$ cat config.mk
export PLATFORM = sky130hd
export DESIGN_NAME = epd_cmd_decoder
export DESIGN_NICKNAME = d
export VERILOG_FILES = /design/src/hdl/epd_cmd_pkg.sv /design/src/hdl/epd_cmd_decoder.sv
export SDC_FILE = /design/constraint.sdc
export NUM_CORES = 1
export LEC_CHECK = 0
export BUFFER_PORTS_ARGS = -buffer_cell sky130_fd_sc_hd__buf_4
export CAP_MARGIN = 20
export CELL_PAD_IN_SITES_DETAIL_PLACEMENT = 0
export CELL_PAD_IN_SITES_GLOBAL_PLACEMENT = 2
export CORE_ASPECT_RATIO = 1.1
export CORE_UTILIZATION = 35
export CTS_CLUSTER_DIAMETER = 100
export DETAILED_ROUTE_END_ITERATION = 10
export PLACE_DENSITY_LB_ADDON = 0.1
export SKIP_LAST_GASP = 1
export SLEW_MARGIN = 20
export SYNTH_ARGS = -nofsm -noshare
export SYNTH_HDL_FRONTEND = slang
export SYNTH_SLANG_ARGS = --single-unit
$ cat constraint.sdc
create_clock -name core_clk -period 2.6 [get_ports core_clk]
set_input_delay 0.13 -clock core_clk [delete_from_list [all_inputs] [get_ports core_clk]]
set_output_delay 0.13 -clock core_clk [all_outputs]
set_load 0.05 [all_outputs]
$ cat src/hdl/epd_cmd_pkg.sv
// Opcodes, parameter defaults, masks and field positions of the command decoder
package epd_cmd_pkg;
   // Opcodes
   localparam logic [7:0] OP_PANEL_CONFIG = 8'h00;
   localparam logic [7:0] OP_POWER_LEVELS = 8'h01;
   localparam logic [7:0] OP_POWER_DOWN = 8'h02;
   localparam logic [7:0] OP_POWER_DOWN_TIMING = 8'h03;
   localparam logic [7:0] OP_POWER_UP = 8'h04;
   localparam logic [7:0] OP_WHITE_WHITE = 8'h21;
   localparam logic [7:0] OP_BLACK_WHITE = 8'h22;
   localparam logic [7:0] OP_WHITE_BLACK = 8'h23;
   localparam logic [7:0] OP_BLACK_BLACK = 8'h24;
   localparam logic [7:0] OP_PLL = 8'h30;
   localparam logic [7:0] OP_TEMP_READ = 8'h40;
   localparam logic [7:0] OP_BORDER_INTERVAL = 8'h50;
   localparam logic [7:0] OP_TIMING_CONTROL_SETTING = 8'h60;
   localparam logic [7:0] OP_STATUS_READ = 8'h71;
   localparam logic [7:0] OP_VCOM_VALUE = 8'h81;
   localparam logic [7:0] OP_VCOM_DC = 8'h82;

   // Parameter defaults
   localparam logic [7:0] RST_PANEL_SETTING = 8'h07;
   localparam logic [7:0] RST_PWR_ENABLES = 8'h03;
   localparam logic [7:0] RST_PWR_LEVELS = 8'h00;
   localparam logic [7:0] RST_SRC_HIGH = 8'h26;
   localparam logic [7:0] RST_SRC_LOW = 8'h26;
   localparam logic [7:0] RST_RED_SRC = 8'h03;
   localparam logic [7:0] RST_POWER_OFF_SEQ = 8'h00;
   localparam logic [7:0] RST_PLL = 8'h3c;
   localparam logic [7:0] RST_VCOM_DATA_INTERVAL = 8'hd7;
   localparam logic [7:0] RST_TIMING_CONTROL_SETTING = 8'h22;
   localparam logic [7:0] RST_VCOM_VALUE = 8'h00;
   localparam logic [7:0] RST_VCOM_DC = 8'h00;
   localparam logic [7:0] RST_STATUS = 8'h02;

   // Valid-bit masks, don't-care positions read as zero
   localparam logic [7:0] MSK_PWR_ENABLES = 8'h03;
   localparam logic [7:0] MSK_PWR_LEVELS = 8'h07;
   localparam logic [7:0] MSK_LEVEL6 = 8'h3f;
   localparam logic [7:0] MSK_POWER_OFF_SEQ = 8'h3f;
   localparam logic [7:0] MSK_PLL = 8'h7f;
   localparam logic [7:0] MSK_VCOM7 = 8'h7f;

   // Parameter counts
   localparam logic [2:0] NPARAM_POWER_LEVELS = 3'd5;
   localparam logic [1:0] NREAD_TEMP = 2'd2;
   localparam logic [1:0] NREAD_STATUS = 2'd1;

   // Field positions
   localparam int PANEL_SOFT_RESET_BIT = 0;
   localparam int STAT_BUSY_N_BIT = 0;
   localparam int STAT_POF_BIT = 1;
   localparam int STAT_PON_BIT = 2;
   localparam int STAT_DATA_FLAG_BIT = 3;
   localparam int STAT_I2C_BUSY_N_BIT = 4;
   localparam int STAT_I2C_ERR_BIT = 5;

   // Serial framing
   localparam logic [3:0] FRAME_4WIRE = 4'd8;
   localparam logic [3:0] FRAME_3WIRE = 4'd9;

   // Transition table selects
   localparam logic [1:0] TBL_WW = 2'd0;
   localparam logic [1:0] TBL_BW = 2'd1;
   localparam logic [1:0] TBL_WB = 2'd2;
   localparam logic [1:0] TBL_BB = 2'd3;

   typedef enum logic [2:0] {
      ST_IDLE = 3'b001,
      ST_PARAM = 3'b010,
      ST_READ = 3'b100
   } epd_state_e;
endpackage : epd_cmd_pkg

$ cat src/hdl/epd_cmd_decoder.sv
// Serial command decoder of the panel driver: framing, opcode decode, parameter store, reads
// How it works
// - Byte with select low is an opcode; with select high it is a parameter.
// - Mode select low uses 8-bit frames with select pin; high uses 9-bit frames.
// - Opcode 00h stores one panel setting byte, default 07h.
// - Opcode 01h stores five power bytes; source levels default 26h, 26h, 03h.
// - Opcode 02h is power-off, no parameters.
// - Opcode 03h stores one power-off timing byte, default 00h.
// - Opcode 04h is power-on, no parameters.
// - Opcode 21h starts loading the white-to-white table.
// - Opcode 22h starts loading the black-to-white table.
// - Opcode 23h starts loading the white-to-black table.
// - Opcode 24h starts loading the black-to-black table.
// - Opcode 40h returns temperature bits 10..3, then bits 2..0 at the top.
// - Opcode 50h stores one border/interval byte, default D7h.
// - Opcode 71h returns one status byte; reset sets its power-off bit and clears its power-on bit.
// - Don't-care parameter bits are dropped and read as zero.
module epd_cmd_decoder (
   // Clock and reset
   input wire logic core_clk,
   input wire logic resetn,
   // Serial port, all sampled on core_clk
   input wire logic spi_cs_n,
   input wire logic spi_sclk,
   input wire logic cmd_param_select,
   input wire logic serial_mode_select,
   input wire logic sda_in,
   output logic sda_out,
   output logic sda_oe,
   // Driver state from the panel engine
   input wire logic engine_busy,
   input wire logic i2c_err,
   input wire logic i2c_busy_n,
   input wire logic data_flag,
   input wire logic [10:0] temp_value,
   output logic busy_n,
   // Stored parameters
   output logic [7:0] panel_setting,
   output logic [7:0] pwr_enables,
   output logic [7:0] pwr_levels,
   output logic [7:0] source_high_level,
   output logic [7:0] source_low_level,
   output logic [7:0] red_source_level,
   output logic [7:0] power_off_sequence,
   output logic [7:0] pll_control,
   output logic [7:0] vcom_data_interval,
   output logic [7:0] timing_control_setting,
   output logic [7:0] vcom_value,
   output logic [7:0] vcom_dc_setting,
   // Command events
   output logic power_down_pulse,
   output logic power_up_pulse,
   output logic table_start_pulse,
   output logic [1:0] table_select,
   output logic table_data_valid,
   output logic [7:0] table_data
);
   import epd_cmd_pkg::*;

   epd_state_e state_ff;
   epd_state_e nxt_state;
   logic sclk_ff;
   logic [3:0] bit_cnt_ff;
   logic dc_bit_ff;
   logic [7:0] rx_ff;
   logic [7:0] tx_ff;
   logic [7:0] opcode_ff;
   logic [2:0] pidx_ff;
   logic [1:0] ridx_ff;
   logic pon_ff;
   logic pof_ff;

   // Framing
   wire sclk_rise = spi_sclk & ~sclk_ff & ~spi_cs_n;
   wire mode3 = serial_mode_select;
   wire [3:0] frame_len = mode3 ? FRAME_3WIRE : FRAME_4WIRE;
   wire dc_slot = mode3 && (bit_cnt_ff == 4'd0);
   wire last_bit = (bit_cnt_ff == frame_len - 4'd1);
   wire byte_done = sclk_rise && last_bit;
   wire [7:0] rx_byte = {rx_ff[6:0], sda_in};
   wire dc_level = mode3 ? dc_bit_ff : cmd_param_select;
   wire got_cmd = byte_done && !dc_level;
   wire got_param = byte_done && dc_level;

   // Opcode decode of the byte just received
   wire is_panel = rx_byte == OP_PANEL_CONFIG;
   wire is_pwr = rx_byte == OP_POWER_LEVELS;
   wire is_pdown = rx_byte == OP_POWER_DOWN;
   wire is_pfs = rx_byte == OP_POWER_DOWN_TIMING;
   wire is_pup = rx_byte == OP_POWER_UP;
   wire is_ww = rx_byte == OP_WHITE_WHITE;
   wire is_bw = rx_byte == OP_BLACK_WHITE;
   wire is_wb = rx_byte == OP_WHITE_BLACK;
   wire is_bb = rx_byte == OP_BLACK_BLACK;
   wire is_table = is_ww | is_bw | is_wb | is_bb;
   wire is_temp = rx_byte == OP_TEMP_READ;
   wire is_status = rx_byte == OP_STATUS_READ;
   wire is_read = is_temp | is_status;
   wire takes_param = is_panel | is_pwr | is_pfs | is_table |
      (rx_byte == OP_PLL) | (rx_byte == OP_BORDER_INTERVAL) | (rx_byte == OP_TIMING_CONTROL_SETTING) |
      (rx_byte == OP_VCOM_VALUE) | (rx_byte == OP_VCOM_DC);
   // Only read with a table opcode, so the last arm doubles as default
   wire [1:0] nxt_table_sel = is_ww ? TBL_WW : is_bw ? TBL_BW : is_wb ? TBL_WB : TBL_BB;

   // Parameter byte while a parameter run is open
   // Bytes outside a run fall through, so stray data cannot land
   wire wr_param = got_param && (state_ff == ST_PARAM);
   wire wr_first = wr_param && (pidx_ff == 3'd0);
   wire op_table = (opcode_ff == OP_WHITE_WHITE) || (opcode_ff == OP_BLACK_WHITE) ||
      (opcode_ff == OP_WHITE_BLACK) || (opcode_ff == OP_BLACK_BLACK);
   wire soft_reset = wr_first && (opcode_ff == OP_PANEL_CONFIG) &&
      !rx_byte[PANEL_SOFT_RESET_BIT];

   // Read data
   wire [7:0] status_byte = {2'b00, i2c_err, i2c_busy_n, data_flag, pon_ff, pof_ff, busy_n};
   wire rd_next = got_param && (state_ff == ST_READ);
   wire [1:0] rd_count = (opcode_ff == OP_TEMP_READ) ? NREAD_TEMP : NREAD_STATUS;
   wire [7:0] rd_second = (opcode_ff == OP_TEMP_READ) ?
      {temp_value[2:0], 5'b00000} : 8'h00;
   wire [7:0] rd_first = is_temp ? temp_value[10:3] : status_byte;

   // Host holds off while busy; status and pin share one source
   assign busy_n = ~engine_busy;
   assign sda_out = tx_ff[7];
   // Released in the select slot so the host can drive its D/C bit
   assign sda_oe = (state_ff == ST_READ) && !spi_cs_n && !dc_slot;

   // Command state
   always_comb begin
      nxt_state = state_ff;
      case (state_ff)
         ST_IDLE,
         ST_PARAM,
         ST_READ: begin
            if (got_cmd) begin
               // A fresh opcode always ends the open run
               if (is_read) begin
                  nxt_state = ST_READ;
               end else if (takes_param) begin
                  nxt_state = ST_PARAM;
               end else begin
                  nxt_state = ST_IDLE;
               end
            end else if (wr_param && !op_table && (opcode_ff != OP_POWER_LEVELS)) begin
               nxt_state = ST_IDLE;
            end else if (wr_param && (opcode_ff == OP_POWER_LEVELS) &&
                  (pidx_ff == NPARAM_POWER_LEVELS - 3'd1)) begin
               nxt_state = ST_IDLE;
            end else if (rd_next && (ridx_ff == rd_count - 2'd1)) begin
               nxt_state = ST_IDLE;
            end
         end
         default: begin
            nxt_state = ST_IDLE;
         end
      endcase
   end

   always_ff @(posedge core_clk or negedge resetn) begin
      if (!resetn) begin
         state_ff <= ST_IDLE;
         sclk_ff <= 1'b0;
      end else begin
         state_ff <= nxt_state;
         sclk_ff <= spi_sclk;
      end
   end

   // Bit counter restarts whenever chip select drops out mid-frame
   always_ff @(posedge core_clk or negedge resetn) begin
      if (!resetn) begin
         bit_cnt_ff <= 4'd0;
         dc_bit_ff <= 1'b0;
         rx_ff <= 8'h00;
      end else if (spi_cs_n) begin
         bit_cnt_ff <= 4'd0;
      end else if (sclk_rise) begin
         bit_cnt_ff <= last_bit ? 4'd0 : bit_cnt_ff + 4'd1;
         // The D/C bit of a 9-bit frame stays out of the data shifter
         if (dc_slot) begin
            dc_bit_ff <= sda_in;
         end else begin
            rx_ff <= rx_byte;
         end
      end
   end

   // Read shifter: host samples on the rising edge, next bit follows it
   always_ff @(posedge core_clk or negedge resetn) begin
      if (!resetn) begin
         tx_ff <= 8'h00;
         ridx_ff <= 2'd0;
      // Loaded on every opcode; only the read state lets it reach the pin
      end else if (got_cmd) begin
         tx_ff <= rd_first;
         ridx_ff <= 2'd0;
      end else if (rd_next) begin
         tx_ff <= (ridx_ff == 2'd0) ? rd_second : 8'h00;
         ridx_ff <= ridx_ff + 2'd1;
      end else if (sclk_rise && !dc_slot && (state_ff == ST_READ)) begin
         tx_ff <= {tx_ff[6:0], 1'b0};
      end
   end

   // Opcode and parameter index
   always_ff @(posedge core_clk or negedge resetn) begin
      if (!resetn) begin
         opcode_ff <= 8'h00;
         pidx_ff <= 3'd0;
      end else if (got_cmd) begin
         opcode_ff <= rx_byte;
         pidx_ff <= 3'd0;
      // Index saturates so an overlong run never wraps back to byte zero
      end else if (wr_param && pidx_ff != 3'd7) begin
         pidx_ff <= pidx_ff + 3'd1;
      end
   end

   // Power state flags; reset sets the power-off flag and clears the power-on flag
   always_ff @(posedge core_clk or negedge resetn) begin
      if (!resetn) begin
         pon_ff <= RST_STATUS[STAT_PON_BIT];
         pof_ff <= RST_STATUS[STAT_POF_BIT];
      end else if (got_cmd && is_pup) begin
         pon_ff <= 1'b1;
         pof_ff <= 1'b0;
      end else if ((got_cmd && is_pdown) || soft_reset) begin
         pon_ff <= 1'b0;
         pof_ff <= 1'b1;
      end
   end

   // Parameter store; a soft reset byte restores every default
   always_ff @(posedge core_clk or negedge resetn) begin
      if (!resetn) begin
         panel_setting <= RST_PANEL_SETTING;
         pwr_enables <= RST_PWR_ENABLES;
         pwr_levels <= RST_PWR_LEVELS;
         source_high_level <= RST_SRC_HIGH;
         source_low_level <= RST_SRC_LOW;
         red_source_level <= RST_RED_SRC;
         power_off_sequence <= RST_POWER_OFF_SEQ;
         pll_control <= RST_PLL;
         vcom_data_interval <= RST_VCOM_DATA_INTERVAL;
         timing_control_setting <= RST_TIMING_CONTROL_SETTING;
         vcom_value <= RST_VCOM_VALUE;
         vcom_dc_setting <= RST_VCOM_DC;
      // The soft reset byte itself is not kept in the panel register
      end else if (soft_reset) begin
         panel_setting <= RST_PANEL_SETTING;
         pwr_enables <= RST_PWR_ENABLES;
         pwr_levels <= RST_PWR_LEVELS;
         source_high_level <= RST_SRC_HIGH;
         source_low_level <= RST_SRC_LOW;
         red_source_level <= RST_RED_SRC;
         power_off_sequence <= RST_POWER_OFF_SEQ;
         pll_control <= RST_PLL;
         vcom_data_interval <= RST_VCOM_DATA_INTERVAL;
         timing_control_setting <= RST_TIMING_CONTROL_SETTING;
         vcom_value <= RST_VCOM_VALUE;
         vcom_dc_setting <= RST_VCOM_DC;
      end else if (wr_param) begin
         case (opcode_ff)
            OP_PANEL_CONFIG: begin
               if (pidx_ff == 3'd0) begin
                  panel_setting <= rx_byte;
               end
            end
            OP_POWER_LEVELS: begin
               case (pidx_ff)
                  3'd0: pwr_enables <= rx_byte & MSK_PWR_ENABLES;
                  3'd1: pwr_levels <= rx_byte & MSK_PWR_LEVELS;
                  3'd2: source_high_level <= rx_byte & MSK_LEVEL6;
                  3'd3: source_low_level <= rx_byte & MSK_LEVEL6;
                  3'd4: red_source_level <= rx_byte & MSK_LEVEL6;
                  default: begin
                  end
               endcase
            end
            OP_POWER_DOWN_TIMING: begin
               if (pidx_ff == 3'd0) begin
                  power_off_sequence <= rx_byte & MSK_POWER_OFF_SEQ;
               end
            end
            OP_PLL: begin
               if (pidx_ff == 3'd0) begin
                  pll_control <= rx_byte & MSK_PLL;
               end
            end
            OP_BORDER_INTERVAL: begin
               if (pidx_ff == 3'd0) begin
                  vcom_data_interval <= rx_byte;
               end
            end
            OP_TIMING_CONTROL_SETTING: begin
               if (pidx_ff == 3'd0) begin
                  timing_control_setting <= rx_byte;
               end
            end
            OP_VCOM_VALUE: begin
               if (pidx_ff == 3'd0) begin
                  vcom_value <= rx_byte & MSK_VCOM7;
               end
            end
            OP_VCOM_DC: begin
               if (pidx_ff == 3'd0) begin
                  vcom_dc_setting <= rx_byte & MSK_VCOM7;
               end
            end
            default: begin
            end
         endcase
      end
   end

   // Command events and table byte stream
   always_ff @(posedge core_clk or negedge resetn) begin
      if (!resetn) begin
         power_down_pulse <= 1'b0;
         power_up_pulse <= 1'b0;
         table_start_pulse <= 1'b0;
         table_select <= TBL_WW;
         table_data_valid <= 1'b0;
         table_data <= 8'h00;
      end else begin
         power_down_pulse <= got_cmd && is_pdown;
         power_up_pulse <= got_cmd && is_pup;
         table_start_pulse <= got_cmd && is_table;
         if (got_cmd && is_table) begin
            table_select <= nxt_table_sel;
         end
         // Table length is open-ended; the next opcode closes it
         table_data_valid <= wr_param && op_table;
         if (wr_param && op_table) begin
            table_data <= rx_byte;
         end
      end
   end
endmodule : epd_cmd_decoder

==> impl_results.md <==
* Final Cycle Share at 92.9%
* Total leakage power at 4.12 nW
* Antenna diode count at 0
* Largest cells by area after synthesis: dfrtp_1 (40%), dfstp_2 (11%), mux2_2 (5.8%), mux2i_1 (5.6%), nand2_1 (3.2%)
* CP max FO at 8
* CTS Buf Count at 17
* Nets@finish at 745
* Endpoints failing hold at 0
* Die area at 18,400 um2
* Pin count of the biggest net entering global routing at 77
* Status: finished, final reports clean
* DRC errors left at 0
* Synth Instances at 582
* Final setup fails at 0
* Post-synth EDFFs at 0
* Std-Cell Rows at 50
* Critical Path Sink Type: register
* Initial DRC Count at 238
* Mapped Area at 6260 um2
* Yosys cell types at 60
* VDD IR max at 0.000365 V
* Worst-skew pair later-pin latency at 0.43 ns
* Synth Flop Type: dfrtp_1
* Sequential fraction of the synthesis area at 51.3%
* IO Pins at 135
* Count of port buffers added during placement at 112
* Longest Clk Path Bufs at 2
* Combinational Power Share at 16.1%
* CTS root buf: clkbuf_16
* Minimum clock period at 2.42 ns
* CTS tree: yes
* Setup TNS at 0 ns
* Synth Register Bits at 127
* Dpl hpwl at 12.0 mm
* Clock Power Share at 44.3%
* Slew Viols, Final at 0
* Core area at 17,300 um2
* RSZ-0062 raised after global routing: no
* Die width at 129 um
* CP arrival at 2.72 ns
* Remaining antenna violation count at 0
* Wire length of the first global-routing pass at 27.4 mm
* Vias post-DR at 4,872
* YS warnings at 0
* Area Overhead vs Synth at 29.2%
* Vias in the first global route at 5,003
* Synth area leader: dfrtp_1
* Area share of the largest cell type after synthesis at 40.0%
* Power Dens Cells at 655 nW/um2
* Hold/Removal Path Class: input port to register
* Worst setup SP type: input port
* Max Clk Rate at 414 MHz
* WL/cell at 18.0 um
* Asr flop ratio synth at 100%
* Flop pwr share at 39.6%
* H-tree Lvls at 4
* Clock Skews at 0.0245 ns
* Clk slew on worst S/H paths at 0.06 ns
* GP Congestion at 0.788
* Internal Power at 3.79 mW
* Final wirelength at 17.3 mm
* Worst-Margin Slew at 0.688 ns
* List of most frequent post-synthesis cells: dfrtp_1 (100), nand2_1 (53), nor2_1 (41)
* Sw power at 1.50 mW
* Post-route cell area at 8090 um2
* Max Cap Violations at 0
* Layout cell share with drive strength beyond 1 at 34.7%
* Avg Vias per Cell at 5.07
* All-Layer GR Usage at 19.9%
* Non-Filler Instances at 961
* Cell Area, Placed at 7450 um2
* Critical setup path kind: input port to register
* Die Y-Extent at 142 um
* # clock sinks at 127
* Antenna violations before repair at 0
* GRT overflow at 0
* Most common cell in the synthesized netlist: dfrtp_1
* Setup slack at placement at 0.129 ns
* Post-Synthesis Mean Instance Area at 10.8 um2
* Worst setup margin at 0.185 ns
* Sw Ratio at 28.4%
* FILL cells at 1,678
* Drt first pass iters at 4
* Post-Place Cells at 926
* Worst Path Required at 2.90 ns
* Initial Util at 36.2%
* Max_slew headroom at 53.9%
[area by class of cell]
cell class                 instances  area, um2  share of cell area, %
clock inverter                    10        111                   1.38
multi-input combinational        400       2770                   34.3
timing repair buffer             149       1150                   14.2
clock buffer                      22        474                   5.87
inverter                          19       71.3                  0.882
tap                              234        293                   3.62
sequential                       127       3210                   39.7
[logic make-up (layout without fill, tap and decap cells)]
family / after synthesis / after routing / synth area share [%]
multiplexers: 67 / 67 / 11.4
other: 1 / 22 / 0.0599
AND/OR/NAND/NOR: 199 / 199 / 17.7
adder cells (fa/ha/maj): 9 / 9 / 1.80
flip-flops: 127 / 127 / 51.3
XOR/XNOR: 5 / 5 / 0.700
buffers and inverters: 76 / 200 / 6.02
AO/OA/AOI/OAI: 98 / 98 / 11.0
[sequential cells by signal (all words and copies together) (netlist names), 2 cells and up]
signal,count
bit_cnt_ff,4
opcode_ff,8
panel_setting,8
pidx_ff,3
pll_control,7
power_off_sequence,6
pwr_enables,2
pwr_levels,3
red_source_level,6
ridx_ff,2
rx_ff,7
source_high_level,6
source_low_level,6
state_ff,3
table_data,8
table_select,2
timing_control_setting,8
tx_ff,8
vcom_data_interval,8
vcom_dc_setting,7
vcom_value,7
[cell usage in the layout, fill, tap and decap left out, drive strengths merged, types with 7 or more instances in the layout]
cell type / Yosys / layout
ha: 9 / 9
dfstp: 27 / 27
dfrtp: 100 / 100
nor4b: 8 / 8
nor2: 42 / 42
o211ai: 9 / 9
clkbuf: 29 / 22
nand3: 19 / 19
a21oi: 20 / 20
mux2i: 35 / 35
inv: 19 / 19
a22o: 13 / 13
mux2: 32 / 32
nand2: 54 / 54
nor4: 7 / 7
and2: 7 / 7
nand4: 10 / 10
nor3: 14 / 14
o21ai: 20 / 20
buf: 28 / 146
conb: 1 / 22
[final timing paths]
| path | startpoint | endpoint | slack (ns) | cells past startpoint |
|---|---|---|---|---|
| worst min-delay path | sda_in | table_select[0]$_DFFE_PN0P_ | 0.01 | 2 |
| worst min register to register | pon_ff$_DFFE_PN0P_ | pon_ff$_DFFE_PN0P_ | 0.47 | 1 |
| worst max register to register | state_ff[1]$_DFFE_PN0P_ | vcom_value[3]$_DFFE_PN0P_ | 0.22 | 6 |
| min in group asynchronous | resetn | bit_cnt_ff[1]$_DFFE_PN0P_ | 0.17 | 2 |
| max in group asynchronous | resetn | red_source_level[1]$_DFFE_PN1P_ | 1.64 | 3 |
| worst max-delay path | spi_cs_n | vcom_value[3]$_DFFE_PN0P_ | 0.18 | 8 |
[critical path: stages]
cell and delay, ns:
dlygate4sd3_1 0.54, buf_4 0.16, or3b_1 0.50, nor4_4 0.51, buf_4 0.24, nand4_2 0.31
mux2i_1 0.27, nor2_1 0.06
[through the flow]
stage / hold slack (ns) / power (mW) / util, %
4_1_cts: 0.00292 / 5.37 / 46.7
2_1_floorplan: -0.166 / 2.66 / -
6_report: 0.0110 / 5.29 / 46.8
3_5_place_dp: 0.0710 / 3.00 / 43.2
3_3_place_gp: 0.0678 / 2.98 / 43.2
5_1_grt: 0.0204 / 5.52 / 46.8
[timing repair]
action                                  CTS  global route
gates resized for setup                   0             2
hold endpoints to repair                 24             0
endpoints found under the setup margin    0            38
hold buffers                              3             0
buffers inserted                          0             0
[per-layer routing]
layer | GRT usage [%] | part of all wire [%] | vias up
li1 | - | - | 2304
met1 | 25.6 | 44 | 2439
met5 | 0 | 0 | -
met3 | 4.59 | 4.6 | 14
met2 | 33.0 | 50 | 115
met4 | 6.00 | 0.96 | 0
[power by group through the flow]
stage	Combinational (mW)	Clock (mW)	Sequential, mW
floorplan	0.540	0	2.12
global placement	0.862	0	2.12
detailed placement	0.870	0	2.13
CTS	0.871	2.40	2.09
global route	0.928	2.49	2.10
finish	0.853	2.34	2.09
No activity file was read; power rests on OpenSTA's default activity.
